<file path="src/rtl/gpmp_pkg.sv">
// Purpose: shared constants and types of the gpio pin mux port
// Assumes: apb byte address is the register index times four
// Notes: all registers are 16 bits wide in the low half of the word
package gpmp_pkg;
  // register indices
  localparam logic [15:0] IDX_CTRL = 16'hC006;
  localparam logic [15:0] IDX_OUT_LO = 16'hC01E;
  localparam logic [15:0] IDX_IN_LO = 16'hC020;
  localparam logic [15:0] IDX_DIR_LO = 16'hC022;
  localparam logic [15:0] IDX_OUT_HI = 16'hC024;
  localparam logic [15:0] IDX_IN_HI = 16'hC026;
  localparam logic [15:0] IDX_DIR_HI = 16'hC028;
  localparam logic [15:0] IDX_INT_STAT = 16'hC02A;
  localparam logic [15:0] IDX_INT_MASK = 16'hC02C;
  localparam int PADDR_W = 18;
  // control register field positions
  localparam int WP_BIT = 15;
  localparam int TXEN_BIT = 14;
  localparam int ALTSS_BIT = 11;
  localparam int MODE_LSB = 8;
  localparam int HSS_GPIO_BIT = 7;
  localparam int HS_SERIAL_ON_EXT_BUS_BIT = 6;
  localparam int SPI_GPIO_BIT = 5;
  localparam int SPI_ON_EXT_BUS_BIT = 4;
  localparam int INT1_POL_BIT = 3;
  localparam int INT1_EN_BIT = 2;
  localparam int INT0_POL_BIT = 1;
  localparam int INT0_EN_BIT = 0;
  localparam logic [15:0] CTRL_WMASK = 16'hCFFF;
  // reset values
  localparam logic [15:0] CTRL_RST = 16'h0000;
  localparam logic [31:0] OUT_RST = 32'h0000_0000;
  localparam logic [31:0] DIR_RST = 32'h0000_0000;
  localparam logic [1:0] MASK_RST = 2'h0;
  // mode field codes
  localparam logic [2:0] MODE_IDE = 3'h4;
  localparam logic [2:0] MODE_HPI = 3'h5;
  localparam logic [2:0] MODE_SCAN = 3'h6;
  // pin positions
  localparam int PIN_TXEN = 30;
  localparam int PIN_SS_ALT = 15;
  localparam int PIN_EXT_INTERRUPT_ZERO = 24;
  localparam int PIN_EXT_INTERRUPT_ONE = 25;
  localparam int SPI_PIN_LSB = 8;
  localparam int SPI_SS_LANE = 1;
  localparam int HSS_PIN_LSB = 16;
  localparam int HSS_PIN_HI = 26;
  localparam int XD_SPI_LSB = 0;
  localparam int XD_HSS_LSB = 4;
  localparam int FUNC_LO_N = 16;
  localparam int FUNC_HI_LSB = 19;
  localparam int SYNC_W = 40;
  // state of the synchroniser
  typedef struct packed {
    logic [SYNC_W-1:0] meta;
    logic [SYNC_W-1:0] stable;
  } gpmp_sync_state_t;
  // state of the top module
  typedef struct packed {
    logic [15:0] ctrl;
    logic [31:0] outData;
    logic [31:0] dirData;
    logic [1:0] intStat;
    logic [1:0] intMask;
    logic [1:0] irqPrev;
    logic [31:0] prdata;
    logic err;
    logic irq;
    logic [31:0] pinOut;
    logic [31:0] pinOe;
    logic [7:0] xdOut;
    logic [7:0] xdOe;
    logic [7:0] xdTaken;
    logic [3:0] spiIn;
    logic [3:0] hssIn;
    logic [21:0] funcIn;
  } gpmp_port_state_t;
endpackage

</file>
<file path="src/rtl/gpmp_route_if.sv">
// Purpose: routing settings passed from the register file to the mux
// Assumes: one clock, all signals come from flip-flops
// Notes: pinIn is the synchronised pin level
`timescale 1ns/1ps
`default_nettype none
interface gpmp_route_if;
  logic [15:0] ctrl;
  logic [31:0] outData;
  logic [31:0] dirData;
  logic [31:0] pinIn;
  modport regs (output ctrl, output outData, output dirData,
    output pinIn);
  modport mux (input ctrl, input outData, input dirData, input pinIn);
endinterface
`default_nettype wire

</file>
<file path="src/rtl/gpmp_sync.sv">
// Purpose: two-stage synchroniser for pin inputs
// Assumes: inputs are asynchronous to ref_clk
// Notes: first stage feeds only the second stage
`timescale 1ns/1ps
`default_nettype none
module gpmp_sync import gpmp_pkg::*; (
  // clock and reset
  input wire logic ref_clk,
  input wire logic sys_rst,
  // levels
  input wire logic [SYNC_W-1:0] rawIn,
  output logic [SYNC_W-1:0] syncOut
);
  gpmp_sync_state_t r_reg;
  gpmp_sync_state_t r_next;

  // shift through two stages
  always_comb begin
    r_next = r_reg;
    r_next.meta = rawIn;
    r_next.stable = r_reg.meta;
  end

  // register the state
  always_ff @(posedge ref_clk) begin
    if (sys_rst) begin
      r_reg <= '0;
    end else begin
      r_reg <= r_next;
    end
  end

  assign syncOut = r_reg.stable;
endmodule
`default_nettype wire

</file>
<file path="src/rtl/gpmp_pin_mux.sv">
// Purpose: steers peripheral lanes onto gpio pins or the memory bus
// Assumes: settings and pin levels come from flip-flops
// Notes: purely combinational, later groups win over earlier ones
`timescale 1ns/1ps
`default_nettype none
module gpmp_pin_mux import gpmp_pkg::*; (
  // settings
  gpmp_route_if.mux route,
  // peripheral lanes
  input wire logic txEnable,
  input wire logic [3:0] spiPadOut,
  input wire logic [3:0] spiPadOe,
  input wire logic [3:0] hssPadOut,
  input wire logic [3:0] hssPadOe,
  input wire logic [21:0] funcPadOut,
  input wire logic [21:0] funcPadOe,
  input wire logic [7:0] xdPin,
  // results
  output logic [31:0] pinOut,
  output logic [31:0] pinOe,
  output logic [7:0] xdOut,
  output logic [7:0] xdOe,
  output logic [7:0] xdTaken,
  output logic [3:0] spiIn,
  output logic [3:0] hssIn
);
  // priority: gpio registers, tx enable, hss, spi, mode field
  always_comb begin
    logic [2:0] mode;
    logic hssXd;
    logic spiXd;
    int pin;
    mode = route.ctrl[MODE_LSB+2 -: 3];
    hssXd = route.ctrl[HS_SERIAL_ON_EXT_BUS_BIT];
    spiXd = route.ctrl[SPI_ON_EXT_BUS_BIT];
    pin = 0;
    pinOut = route.outData;
    pinOe = route.dirData;
    xdOut = '0;
    xdOe = '0;
    xdTaken = '0;
    spiIn = '0;
    hssIn = '0;
    if (route.ctrl[TXEN_BIT]) begin
      pinOut[PIN_TXEN] = txEnable;
      pinOe[PIN_TXEN] = 1'b1;
    end
    for (int k = 0; k < 4; k++) begin
      pin = (k == 3) ? HSS_PIN_HI : HSS_PIN_LSB + k;
      if (hssXd) begin
        xdOut[XD_HSS_LSB+k] = hssPadOut[k];
        xdOe[XD_HSS_LSB+k] = hssPadOe[k];
        xdTaken[XD_HSS_LSB+k] = 1'b1;
        hssIn[k] = xdPin[XD_HSS_LSB+k];
      end else if (route.ctrl[HSS_GPIO_BIT]) begin
        pinOut[pin] = hssPadOut[k];
        pinOe[pin] = hssPadOe[k];
        hssIn[k] = route.pinIn[pin];
      end
      pin = SPI_PIN_LSB + k;
      if (k == SPI_SS_LANE && route.ctrl[ALTSS_BIT]) begin
        pin = PIN_SS_ALT;
      end
      if (spiXd) begin
        xdOut[XD_SPI_LSB+k] = spiPadOut[k];
        xdOe[XD_SPI_LSB+k] = spiPadOe[k];
        xdTaken[XD_SPI_LSB+k] = 1'b1;
        spiIn[k] = xdPin[XD_SPI_LSB+k];
      end else if (route.ctrl[SPI_GPIO_BIT]) begin
        pinOut[pin] = spiPadOut[k];
        pinOe[pin] = spiPadOe[k];
        spiIn[k] = route.pinIn[pin];
      end
    end
    if (mode == MODE_IDE || mode == MODE_HPI || mode == MODE_SCAN) begin
      for (int k = 0; k < 22; k++) begin
        pin = (k < FUNC_LO_N) ? k : FUNC_HI_LSB + k - FUNC_LO_N;
        pinOut[pin] = funcPadOut[k];
        pinOe[pin] = funcPadOe[k];
      end
    end
  end
endmodule
`default_nettype wire

</file>
<file path="src/rtl/gpmp_port.sv">
// Purpose: gpio port with pin function mux and two edge interrupts
// Assumes: apb slave on ref_clk, zero wait states
// Notes: pins and memory bus lines pass a two-stage synchroniser
//
// What this block does
// write protect bit freezes the mode field until reset
// tx enable route bit drives port 1A tx enable onto gpio 30
// alternate slave select moves spi slave select from gpio 9 to 15
// mode field picks gpio, ide, host port or scan for its pins
// hss to gpio bit puts serial lanes on gpio 26 and 18 to 16
// hss to memory bus bit uses bus lines 15:12, winning over gpio
// spi to gpio bit puts spi lanes on gpio 11 to 8
// spi to memory bus uses lines 11:8, winning over both spi bits
// bit 3 picks rising or falling edge for interrupt line one
// bit 2 enables line one, gated by system gpio enable
// bit 1 picks rising or falling edge for interrupt line zero
// bit 0 enables line zero, gated by system gpio enable
// line one comes from gpio 25, line zero from gpio 24
// software writes zero to control bits 13 and 12
// output registers drive gpio 15:0 and gpio 31:16 bit for bit
// output register reads return last written value
// input registers return sampled pin levels, low and high half
// direction bit one makes the pin an output, reset all inputs
// pins synchronised before sampling, one request per edge
`timescale 1ns/1ps
`default_nettype none
module gpmp_port import gpmp_pkg::*; (
  // clock and reset
  input wire logic ref_clk,
  input wire logic sys_rst,
  // apb slave
  input wire logic [PADDR_W-1:0] paddr,
  input wire logic psel,
  input wire logic penable,
  input wire logic pwrite,
  input wire logic [31:0] pwdata,
  input wire logic [3:0] pstrb,
  output logic [31:0] prdata,
  output logic pready,
  output logic pslverr,
  // gpio pins
  input wire logic [31:0] gpioIn,
  output logic [31:0] gpioOut,
  output logic [31:0] gpioOe,
  // memory data bus lines 15:8
  input wire logic [7:0] xdIn,
  output logic [7:0] xdOut,
  output logic [7:0] xdOe,
  output logic [7:0] xdTaken,
  // usb port 1A transmitter enable
  input wire logic txEnableStatus,
  // spi lanes: sck, slave select, mosi, miso
  input wire logic [3:0] spiPadOut,
  input wire logic [3:0] spiPadOe,
  output logic [3:0] spiPadIn,
  // high speed serial lanes
  input wire logic [3:0] hssPadOut,
  input wire logic [3:0] hssPadOe,
  output logic [3:0] hssPadIn,
  // ide, host port or scan lanes
  input wire logic [21:0] funcPadOut,
  input wire logic [21:0] funcPadOe,
  output logic [21:0] funcPadIn,
  output logic modeIde,
  output logic modeHpi,
  output logic modeScan,
  // interrupt
  input wire logic sysGpioIntEnable,
  output logic gpioIrq
);
  gpmp_port_state_t r_reg;
  gpmp_port_state_t r_next;
  logic [SYNC_W-1:0] syncBus;
  logic [31:0] pinSync;
  logic [7:0] xdSync;
  logic [31:0] muxPinOut;
  logic [31:0] muxPinOe;
  logic [7:0] muxXdOut;
  logic [7:0] muxXdOe;
  logic [7:0] muxXdTaken;
  logic [3:0] muxSpiIn;
  logic [3:0] muxHssIn;

  gpmp_route_if route ();

  // pin and bus line synchroniser
  gpmp_sync u_sync (
    .ref_clk(ref_clk),
    .sys_rst(sys_rst),
    .rawIn({xdIn, gpioIn}),
    .syncOut(syncBus)
  );

  assign pinSync = syncBus[31:0];
  assign xdSync = syncBus[39:32];

  // settings handed to the mux
  assign route.ctrl = r_reg.ctrl;
  assign route.outData = r_reg.outData;
  assign route.dirData = r_reg.dirData;
  assign route.pinIn = pinSync;

  // function steering
  gpmp_pin_mux u_mux (
    .route(route),
    .txEnable(txEnableStatus),
    .spiPadOut(spiPadOut),
    .spiPadOe(spiPadOe),
    .hssPadOut(hssPadOut),
    .hssPadOe(hssPadOe),
    .funcPadOut(funcPadOut),
    .funcPadOe(funcPadOe),
    .xdPin(xdSync),
    .pinOut(muxPinOut),
    .pinOe(muxPinOe),
    .xdOut(muxXdOut),
    .xdOe(muxXdOe),
    .xdTaken(muxXdTaken),
    .spiIn(muxSpiIn),
    .hssIn(muxHssIn)
  );

  // merges byte lanes of a 16-bit register
  function automatic logic [15:0] laneMerge(
    input logic [15:0] old,
    input logic [15:0] wdata,
    input logic [1:0] strb
  );
    logic [15:0] res;
    res = old;
    if (strb[0]) begin
      res[7:0] = wdata[7:0];
    end
    if (strb[1]) begin
      res[15:8] = wdata[15:8];
    end
    return res;
  endfunction

  // register file, edge detect and output staging
  always_comb begin
    logic setup;
    logic access;
    logic hit;
    logic [15:0] idx;
    logic [15:0] rd;
    logic [15:0] wval;
    logic [1:0] clr;
    logic [1:0] cur;
    logic [1:0] rise;
    logic [1:0] fall;
    logic [1:0] pol;
    logic [1:0] en;
    logic [1:0] ev;
    r_next = r_reg;
    cur = 2'h0;
    rise = 2'h0;
    fall = 2'h0;
    pol = 2'h0;
    en = 2'h0;
    ev = 2'h0;
    setup = psel & ~penable;
    access = psel & penable;
    hit = 1'b1;
    idx = paddr[PADDR_W-1:2];
    rd = 16'h0000;
    wval = 16'h0000;
    clr = 2'h0;

    // read decode in the setup cycle, data held for the access cycle
    if (paddr[1:0] != 2'h0) begin
      hit = 1'b0;
    end else if (idx == IDX_CTRL) begin
      rd = r_reg.ctrl & CTRL_WMASK;
    end else if (idx == IDX_OUT_LO) begin
      rd = r_reg.outData[15:0];
    end else if (idx == IDX_OUT_HI) begin
      rd = r_reg.outData[31:16];
    end else if (idx == IDX_IN_LO) begin
      rd = pinSync[15:0];
    end else if (idx == IDX_IN_HI) begin
      rd = pinSync[31:16];
    end else if (idx == IDX_DIR_LO) begin
      rd = r_reg.dirData[15:0];
    end else if (idx == IDX_DIR_HI) begin
      rd = r_reg.dirData[31:16];
    end else if (idx == IDX_INT_STAT) begin
      rd = {14'h0000, r_reg.intStat};
    end else if (idx == IDX_INT_MASK) begin
      rd = {14'h0000, r_reg.intMask};
    end else begin
      hit = 1'b0;
    end
    if (setup) begin
      r_next.prdata = {16'h0000, rd};
      r_next.err = ~hit;
    end

    // writes take effect at the end of the access cycle
    if (access && pwrite && !r_reg.err) begin
      if (idx == IDX_CTRL) begin
        wval = laneMerge(r_reg.ctrl, pwdata[15:0], pstrb[1:0]);
        wval = wval & CTRL_WMASK;
        if (r_reg.ctrl[WP_BIT]) begin
          wval[MODE_LSB+2 -: 3] = r_reg.ctrl[MODE_LSB+2 -: 3];
          wval[WP_BIT] = 1'b1;
        end
        r_next.ctrl = wval;
      end else if (idx == IDX_OUT_LO) begin
        r_next.outData[15:0] =
          laneMerge(r_reg.outData[15:0], pwdata[15:0], pstrb[1:0]);
      end else if (idx == IDX_OUT_HI) begin
        r_next.outData[31:16] =
          laneMerge(r_reg.outData[31:16], pwdata[15:0], pstrb[1:0]);
      end else if (idx == IDX_DIR_LO) begin
        r_next.dirData[15:0] =
          laneMerge(r_reg.dirData[15:0], pwdata[15:0], pstrb[1:0]);
      end else if (idx == IDX_DIR_HI) begin
        r_next.dirData[31:16] =
          laneMerge(r_reg.dirData[31:16], pwdata[15:0], pstrb[1:0]);
      end else if (idx == IDX_INT_STAT) begin
        clr = pwdata[1:0] & {2{pstrb[0]}};
      end else if (idx == IDX_INT_MASK) begin
        if (pstrb[0]) begin
          r_next.intMask = pwdata[1:0];
        end
      end
    end

    // edge detect on the synchronised interrupt pins
    cur = {pinSync[PIN_EXT_INTERRUPT_ONE], pinSync[PIN_EXT_INTERRUPT_ZERO]};
    rise = cur & ~r_reg.irqPrev;
    fall = ~cur & r_reg.irqPrev;
    pol = {r_reg.ctrl[INT1_POL_BIT], r_reg.ctrl[INT0_POL_BIT]};
    en = {r_reg.ctrl[INT1_EN_BIT], r_reg.ctrl[INT0_EN_BIT]};
    ev[1] = en[1] & (pol[1] ? rise[1] : fall[1]);
    ev[0] = en[0] & (pol[0] ? rise[0] : fall[0]);
    r_next.irqPrev = cur;

    // sticky status, a new edge wins over a clear
    r_next.intStat = (r_reg.intStat & ~clr) | ev;

    // interrupt only with the system gpio enable
    r_next.irq = (|(r_reg.intStat & r_reg.intMask)) & sysGpioIntEnable;

    // stage pin, bus and lane values into flip-flops
    r_next.pinOut = muxPinOut;
    r_next.pinOe = muxPinOe;
    r_next.xdOut = muxXdOut;
    r_next.xdOe = muxXdOe;
    r_next.xdTaken = muxXdTaken;
    r_next.spiIn = muxSpiIn;
    r_next.hssIn = muxHssIn;
    r_next.funcIn = {pinSync[24:19], pinSync[15:0]};
  end

  // register the state
  always_ff @(posedge ref_clk) begin
    if (sys_rst) begin
      r_reg <= '0;
      r_reg.ctrl <= CTRL_RST;
      r_reg.outData <= OUT_RST;
      r_reg.dirData <= DIR_RST;
      r_reg.intMask <= MASK_RST;
    end else begin
      r_reg <= r_next;
    end
  end

  // apb answer, zero wait states
  assign prdata = r_reg.prdata;
  assign pready = 1'b1;
  assign pslverr = r_reg.err & psel & penable;

  // pin, bus and lane outputs
  assign gpioOut = r_reg.pinOut;
  assign gpioOe = r_reg.pinOe;
  assign xdOut = r_reg.xdOut;
  assign xdOe = r_reg.xdOe;
  assign xdTaken = r_reg.xdTaken;
  assign spiPadIn = r_reg.spiIn;
  assign hssPadIn = r_reg.hssIn;
  assign funcPadIn = r_reg.funcIn;

  // mode indications for the routed peripherals
  assign modeIde = r_reg.ctrl[MODE_LSB+2 -: 3] == MODE_IDE;
  assign modeHpi = r_reg.ctrl[MODE_LSB+2 -: 3] == MODE_HPI;
  assign modeScan = r_reg.ctrl[MODE_LSB+2 -: 3] == MODE_SCAN;

  // interrupt output
  assign gpioIrq = r_reg.irq;
endmodule
`default_nettype wire

</file>
<file path="config.mk">
export PLATFORM = sky130hd
export DESIGN_NAME = gpmp_port
export DESIGN_NICKNAME = d
export VERILOG_FILES = /design/src/rtl/gpmp_pkg.sv /design/src/rtl/gpmp_route_if.sv /design/src/rtl/gpmp_sync.sv /design/src/rtl/gpmp_pin_mux.sv /design/src/rtl/gpmp_port.sv
export SDC_FILE = /design/constraint.sdc
export NUM_CORES = 1
export LEC_CHECK = 0
export BUFFER_PORTS_ARGS = -buffer_cell sky130_fd_sc_hd__buf_2
export CAP_MARGIN = 20
export CORE_ASPECT_RATIO = 0.8
export CORE_MARGIN = 2
export CORE_UTILIZATION = 45
export CTS_CLUSTER_SIZE = 28
export DETAILED_ROUTE_END_ITERATION = 8
export PLACE_DENSITY = 0.68
export SYNTH_ARGS = -nofsm -noshare
export SYNTH_HDL_FRONTEND = slang
export SYNTH_SLANG_ARGS = --single-unit
</file>
<file path="constraint.sdc">
create_clock -name ref_clk -period 2.1 [get_ports ref_clk]
set_input_delay 0.21 -clock ref_clk [delete_from_list [all_inputs] [get_ports ref_clk]]
set_output_delay 0.21 -clock ref_clk [all_outputs]
set_load 0.1 [all_outputs]
</file>
==> impl_metrics.env, run 1 <==
export IMPL_outcome="finished clean"
export IMPL_grt_pass1_vias=9196
export IMPL_ys_ff_latch=293
export IMPL_cts_resized=0
export IMPL_io_buffers=281
export IMPL_nNetsFinal=1726
export IMPL_final_setup_worst_slack_ns=0.255
export IMPL_postCtsSetupRepairBufs=0
export IMPL_setup_tns_ns=0
export IMPL_synthTopCellsByArea="dfxtp_1 50%, buf_4 9.9%, nor2b_1 6.6%, nand2_1 5.1%, a21oi_1 4.0%"
export IMPL_synth_avg_cell_area_um2=9.09
export IMPL_grt_pass1_wl_mm=52.0
export IMPL_crit_fanout=6
export IMPL_crit_path_end_kind="output port"
export IMPL_path_class="reg2out"
export IMPL_timing_rr_end="route.dirData[6]"
export IMPL_track_usage_pct=24.7
export IMPL_antenna_found_initial=3
export IMPL_worstPathRequired_ns=1.89
export IMPL_setup_violations=0
export IMPL_post_route_period_util_pct=87.9
export IMPL_clkSinkCount=293
export IMPL_routed_wl_mm=34.5
export IMPL_tightest_slew_ns=0.666
export IMPL_cts_tree="yes"
export IMPL_dpl_hpwl_mm=23.9
export IMPL_whs_ns=0.0371
export IMPL_vdd_drop_max_uv=593
export IMPL_final_min_clock_period_ns=1.85
export IMPL_drive_gt1_share_pct=25.9
export IMPL_post_route_drc_count=0
export IMPL_rsz0062_at_grt="false"
export IMPL_drt_pre_antenna_iters=5
export IMPL_min_to="r_reg[119]"
export IMPL_clock_latency_ns=0.56
export IMPL_powerDensity_mw_per_mm2=799
export IMPL_grt_ovfl_total=0
export IMPL_hold_viol_final=0
export IMPL_ios=317
export IMPL_hp_start="penable"
export IMPL_totalPowerFinal_w=0.0119
export IMPL_netlist_area_leader_share_pct=50.4
export IMPL_yosysTopAreaCell="dfxtp_1"
export IMPL_ys_seq_area_share_pct=50.4
export IMPL_drtIter0Drc=713
export IMPL_root_buffer="clkbuf_16"
export IMPL_synth_cell_types=55
export IMPL_htree_levels=1
export IMPL_r2r_start="r_reg[119]"
export IMPL_syn_area_mm2=0.0116
export IMPL_hold_depth=4
export IMPL_rows=52
export IMPL_routed_via_density=5.04
export IMPL_ys_warn_count=0
export IMPL_die_h_um=148
export IMPL_slew_viol_final=0
export IMPL_critical_path_startpoint="route.ctrl[9]"
export IMPL_leakage_nw=6.35
export IMPL_die_w_um=184
export IMPL_clk_pin_slew_ns=0.06
export IMPL_fmax_ghz=0.542
export IMPL_min_path_type="in2reg"
export IMPL_dieArea_mm2=0.0272
export IMPL_initial_core_util_pct=45.9
export IMPL_clock_path_buffers=3
export IMPL_place_congestion=0.927
export IMPL_r2r_cells=6
export IMPL_synth_async_reset_ratio_pct=0
export IMPL_core_area_mm2=0.0254
export IMPL_synth_flop_cell="dfxtp_1"
export IMPL_cp_arrival_ns=1.64
export IMPL_startpoint_type="flop"
export IMPL_routedWlPerCell_um=18.0
export IMPL_vias=9628
export IMPL_dp_cells=1739
export IMPL_instances_no_fill=1910
export IMPL_rrSetupSlack_ns=0.29
export IMPL_synth_edf_count=0
export IMPL_ant_nets=0
export IMPL_cts_made_buffers=29
export IMPL_syn_inst=1281
export IMPL_area_growth_syn_to_layout_pct=28.2
export IMPL_fin_skew_ns=0.0179
export IMPL_slew_headroom_pct=55.5
export IMPL_grt_max_degree=95
export IMPL_pre_cts_ws_ns=0.0129
export IMPL_max_cap_viol_count=0
through the flow:
step / util (%) / area (um^2)
after floorplan: - / 11700
after global placement: 50.2 / 12700
after detailed placement: 50.2 / 12700
after CTS: 58.8 / 14900
after global routing: 58.8 / 14900
final: 58.8 / 14900
cell type report:
type / instances / area [um^2]
antenna: 2 / 5.00
clock buffer: 39 / 833
timing repair buffer: 463 / 3250
sequential: 293 / 5870
clock inverter: 11 / 160
fill: 2212 / 10400
inverter: 4 / 15.0
multi-input combinational: 774 / 4390
tap: 324 / 405
where the power goes:
group	internal, W	switching, W	total, W
registers	0.00564	0.0000384	0.00568
logic	0.000349	0.000514	0.000863
clock network	0.00325	0.00214	0.00539
worst max-delay path, stage by stage (launching register included):
cell and delay, ns:
dfxtp_1 0.46, and3b_1 0.19, buf_2 0.42
layout by cell type (no fill, tap or decap), types with 5 or more instances in the layout:
| cell | instances |
|---|---|
| clkbuf_8 | 8 |
| and2_1 | 18 |
| nor2_1 | 104 |
| dfxtp_1 | 293 |
| mux2i_1 | 46 |
| nor3_1 | 7 |
| o21ai_0 | 58 |
| buf_4 | 50 |
| o22ai_1 | 15 |
| a22oi_1 | 10 |
| clkbuf_16 | 29 |
| a311oi_1 | 12 |
| clkinv_2 | 5 |
| and3_1 | 5 |
| nand2_1 | 158 |
| conb_1 | 17 |
| dlygate4sd3_1 | 118 |
| a21oi_1 | 94 |
| buf_2 | 280 |
| nor2b_1 | 123 |
| a221o_1 | 10 |
| o211ai_1 | 10 |
| o2bb2ai_1 | 9 |
| a221oi_1 | 9 |
| or3_1 | 12 |
| buf_12 | 14 |
synth_stat cells, drive strengths merged (4+ instances only):
master / count
and3: 5
a311oi: 12
a221oi: 9
nor2: 110
o2bb2ai: 9
nor2b: 123
or3: 12
nand2b: 4
o211ai: 10
inv: 4
a221o: 10
nand3: 7
o21ai: 59
o22ai: 15
and2: 18
clkbuf: 55
nor3: 9
dfxtp: 293
mux2i: 46
nand2: 159
buf: 170
a22oi: 10
a21oi: 94
metal layers:
layer	wire [um]	track usage, %
met1	15800	34.8
met2	14800	37.7
met3	2970	6.01
met4	865	7.16
met5	13	0
timing repair:
action                                  in CTS  in global routing
hold buffers                               118                  0
hold endpoints to repair                   167                  0
endpoints found under the setup margin       0                  0
cells by family after synthesis:
| family | Yosys count | share of synthesized area [%] |
|---|---|---|
| compound gates | 247 | 13.1 |
| simple gates | 464 | 20.0 |
| flops | 293 | 50.4 |
| buf+inv | 229 | 12.4 |
| mux | 46 | 3.95 |
| other cells | 2 | 0.0645 |
worst max path at each step:
stage	to	slack, ns
floorplan	modeIde	0.29
detailed placement	route.dirData[4]	0.01
global placement	prdata[6]	0.05
finish	modeScan	0.25
global route	modeIde	0.21
CTS	modeIde	0.25
No activity file was read; power rests on OpenSTA's default activity.
==> inputs of run 2 (changes only) <==
--- a/config.mk
+++ b/config.mk
@@ -9,10 +9,10 @@
 export CAP_MARGIN = 20
 export CORE_ASPECT_RATIO = 0.8
 export CORE_MARGIN = 2
-export CORE_UTILIZATION = 45
+export CORE_UTILIZATION = 35
 export CTS_CLUSTER_SIZE = 28
 export DETAILED_ROUTE_END_ITERATION = 8
-export PLACE_DENSITY = 0.68
+export PLACE_DENSITY = 0.55
 export SYNTH_ARGS = -nofsm -noshare
 export SYNTH_HDL_FRONTEND = slang
 export SYNTH_SLANG_ARGS = --single-unit
==> constraint.sdc (replaced) <==
create_clock -name ref_clk -period 2.2 [get_ports ref_clk]
set_input_delay 0.22 -clock ref_clk [delete_from_list [all_inputs] [get_ports ref_clk]]
set_output_delay 0.22 -clock ref_clk [all_outputs]
set_load 0.1 [all_outputs]
==> run 2 against run 1 <==
Net effect:
- clock skew is 0.0047 ns higher
- non-clock buffer count fell by 13
- via count is 1.2% lower
- first-iteration DRC count shrank 3.4%
- die area up 28%
- critical path type is now reg2reg
- largest cell class unchanged
==> impl_metrics.env, run 2 (synthesized netlist as in run 1, its figures left out) <==
export IMPL_outcome="finished clean"
export IMPL_track_usage_pct=20.5
export IMPL_slew_headroom_pct=48.2
export IMPL_dieArea_mm2=0.0347
export IMPL_rsz0062_at_grt="false"
export IMPL_cp_arrival_ns=2.44
export IMPL_grt_max_degree=93
export IMPL_initial_core_util_pct=35.7
export IMPL_cts_made_buffers=31
export IMPL_routed_via_density=4.74
export IMPL_clk_pin_slew_ns=0.06
export IMPL_core_area_mm2=0.0326
export IMPL_r2r_cells=5
export IMPL_rows=59
export IMPL_r2r_start="r_reg[119]"
export IMPL_final_min_clock_period_ns=2.00
export IMPL_startpoint_type="flop"
export IMPL_io_buffers=281
export IMPL_fin_skew_ns=0.0227
export IMPL_max_cap_viol_count=0
export IMPL_grt_pass1_wl_mm=55.3
export IMPL_worstPathRequired_ns=2.64
export IMPL_nNetsFinal=1715
export IMPL_layout_commonest_cell="dfxtp_1"
export IMPL_crit_fanout=8
export IMPL_postCtsSetupRepairBufs=0
export IMPL_hp_start="penable"
export IMPL_root_buffer="clkbuf_16"
export IMPL_area_growth_syn_to_layout_pct=29.0
export IMPL_htree_levels=1
export IMPL_path_class="reg2reg"
export IMPL_ios=317
export IMPL_powerDensity_mw_per_mm2=789
export IMPL_routed_wl_mm=36.8
export IMPL_leakage_nw=6.31
export IMPL_vdd_drop_max_uv=564
export IMPL_die_w_um=208
export IMPL_post_route_drc_count=0
export IMPL_crit_path_end_kind="flop"
export IMPL_final_cell_mix="293 x dfxtp_1, 280 x buf_2, 158 x nand2_1"
export IMPL_tightest_slew_ns=0.777
export IMPL_drt_pre_antenna_iters=5
export IMPL_min_path_type="in2reg"
export IMPL_routedWlPerCell_um=18.3
export IMPL_place_congestion=0.881
export IMPL_instances_no_fill=2008
export IMPL_timing_rr_end="route.dirData[4]"
export IMPL_setup_violations=0
export IMPL_clkSinkCount=293
export IMPL_min_to="r_reg[119]"
export IMPL_dpl_hpwl_mm=26.4
export IMPL_grt_ovfl_total=0
export IMPL_whs_ns=0.0457
export IMPL_cts_resized=0
export IMPL_rrSetupSlack_ns=0.20
export IMPL_die_h_um=167
export IMPL_cts_tree="yes"
export IMPL_hold_depth=4
export IMPL_slew_viol_final=0
export IMPL_ant_nets=0
export IMPL_ctsHoldBuffers=119
export IMPL_vias=9509
export IMPL_drive_gt1_share_pct=25.6
export IMPL_dp_cells=1829
export IMPL_antenna_found_initial=2
export IMPL_fmax_ghz=0.499
export IMPL_hold_viol_final=0
export IMPL_clock_path_buffers=3
export IMPL_grt_pass1_vias=9340
export IMPL_post_route_period_util_pct=91.1
export IMPL_drtIter0Drc=689
export IMPL_clock_latency_ns=0.58
[run 2: changes by cell type in the layout (fill, tap and decap cells not counted), sizes merged]
| cell | before | now |
|---|---|---|
| dlygate4sd3 | 118 | 119 |
| buf | 344 | 330 |
| clkinvlp | 2 | 3 |
| clkinv | 5 | 11 |
| inv | 4 | 5 |
| clkbuf | 40 | 38 |
| bufinv | 4 | 6 |
[run 2: layout make-up]
class	instances	area (um^2)
antenna	2	5.00
inverter	4	15.0
timing repair buffer	450	3110
multi-input combinational	774	4390
fill	3193	17600
sequential	293	5870
clock inverter	21	270
tap	427	534
clock buffer	37	828
[run 2: power by group]
group	internal [W]	switching [W]	total, W
logic	0.000330	0.000491	0.000821
clock network	0.00339	0.00222	0.00561
registers	0.00539	0.0000397	0.00543
[run 2: routing by layer]
| metal | track usage [%] | part of all wire [%] | wire length, um | vias to the layer above |
|---|---|---|---|---|
| met1 | 29.3 | 48 | 17600 | 4454 |
| met5 | 0 | 0 | 0 | - |
| met3 | 5.70 | 7.8 | 2880 | 50 |
| met4 | 5.30 | 2.4 | 890 | 0 |
| met2 | 30.5 | 42 | 15400 | 317 |
| li1 | - | - | - | 4688 |
[run 2: how the worst max path moves through the flow]
stage / startpoint / to / slack, ns
6_report: r_reg[119] / route.dirData[4] / 0.20
3_3_place_gp: paddr[9] / route.dirData[3] / 0.04
3_5_place_dp: paddr[9] / route.dirData[4] / -0.06
4_1_cts: r_reg[119] / route.dirData[1] / 0.24
2_1_floorplan: route.ctrl[10] / modeIde / 0.38
5_1_grt: r_reg[119] / route.dirData[4] / 0.14
[run 2: per-stage QoR]
step	setup TNS [ns]	cell area [um^2]	total power [W]	utilization (%)	setup slack, ns
floorplan	0	11700	0.00596	-	0.381
global placement	0	12700	0.00620	39.0	0.0426
detailed placement	-0.555	12700	0.00619	39.0	-0.0595
CTS	0	15000	0.0120	46.0	0.244
global route	0	15000	0.0123	46.0	0.139
finish	0	15000	0.0119	46.0	0.196
[run 2: critical path, cell delays in order (launching register included)]
cell and delay [ns]:
dfxtp_1 0.34, and4b_1 0.52, nand3_4 0.15, or3_1 0.55
mux2i_1 0.24, nor2_1 0.05
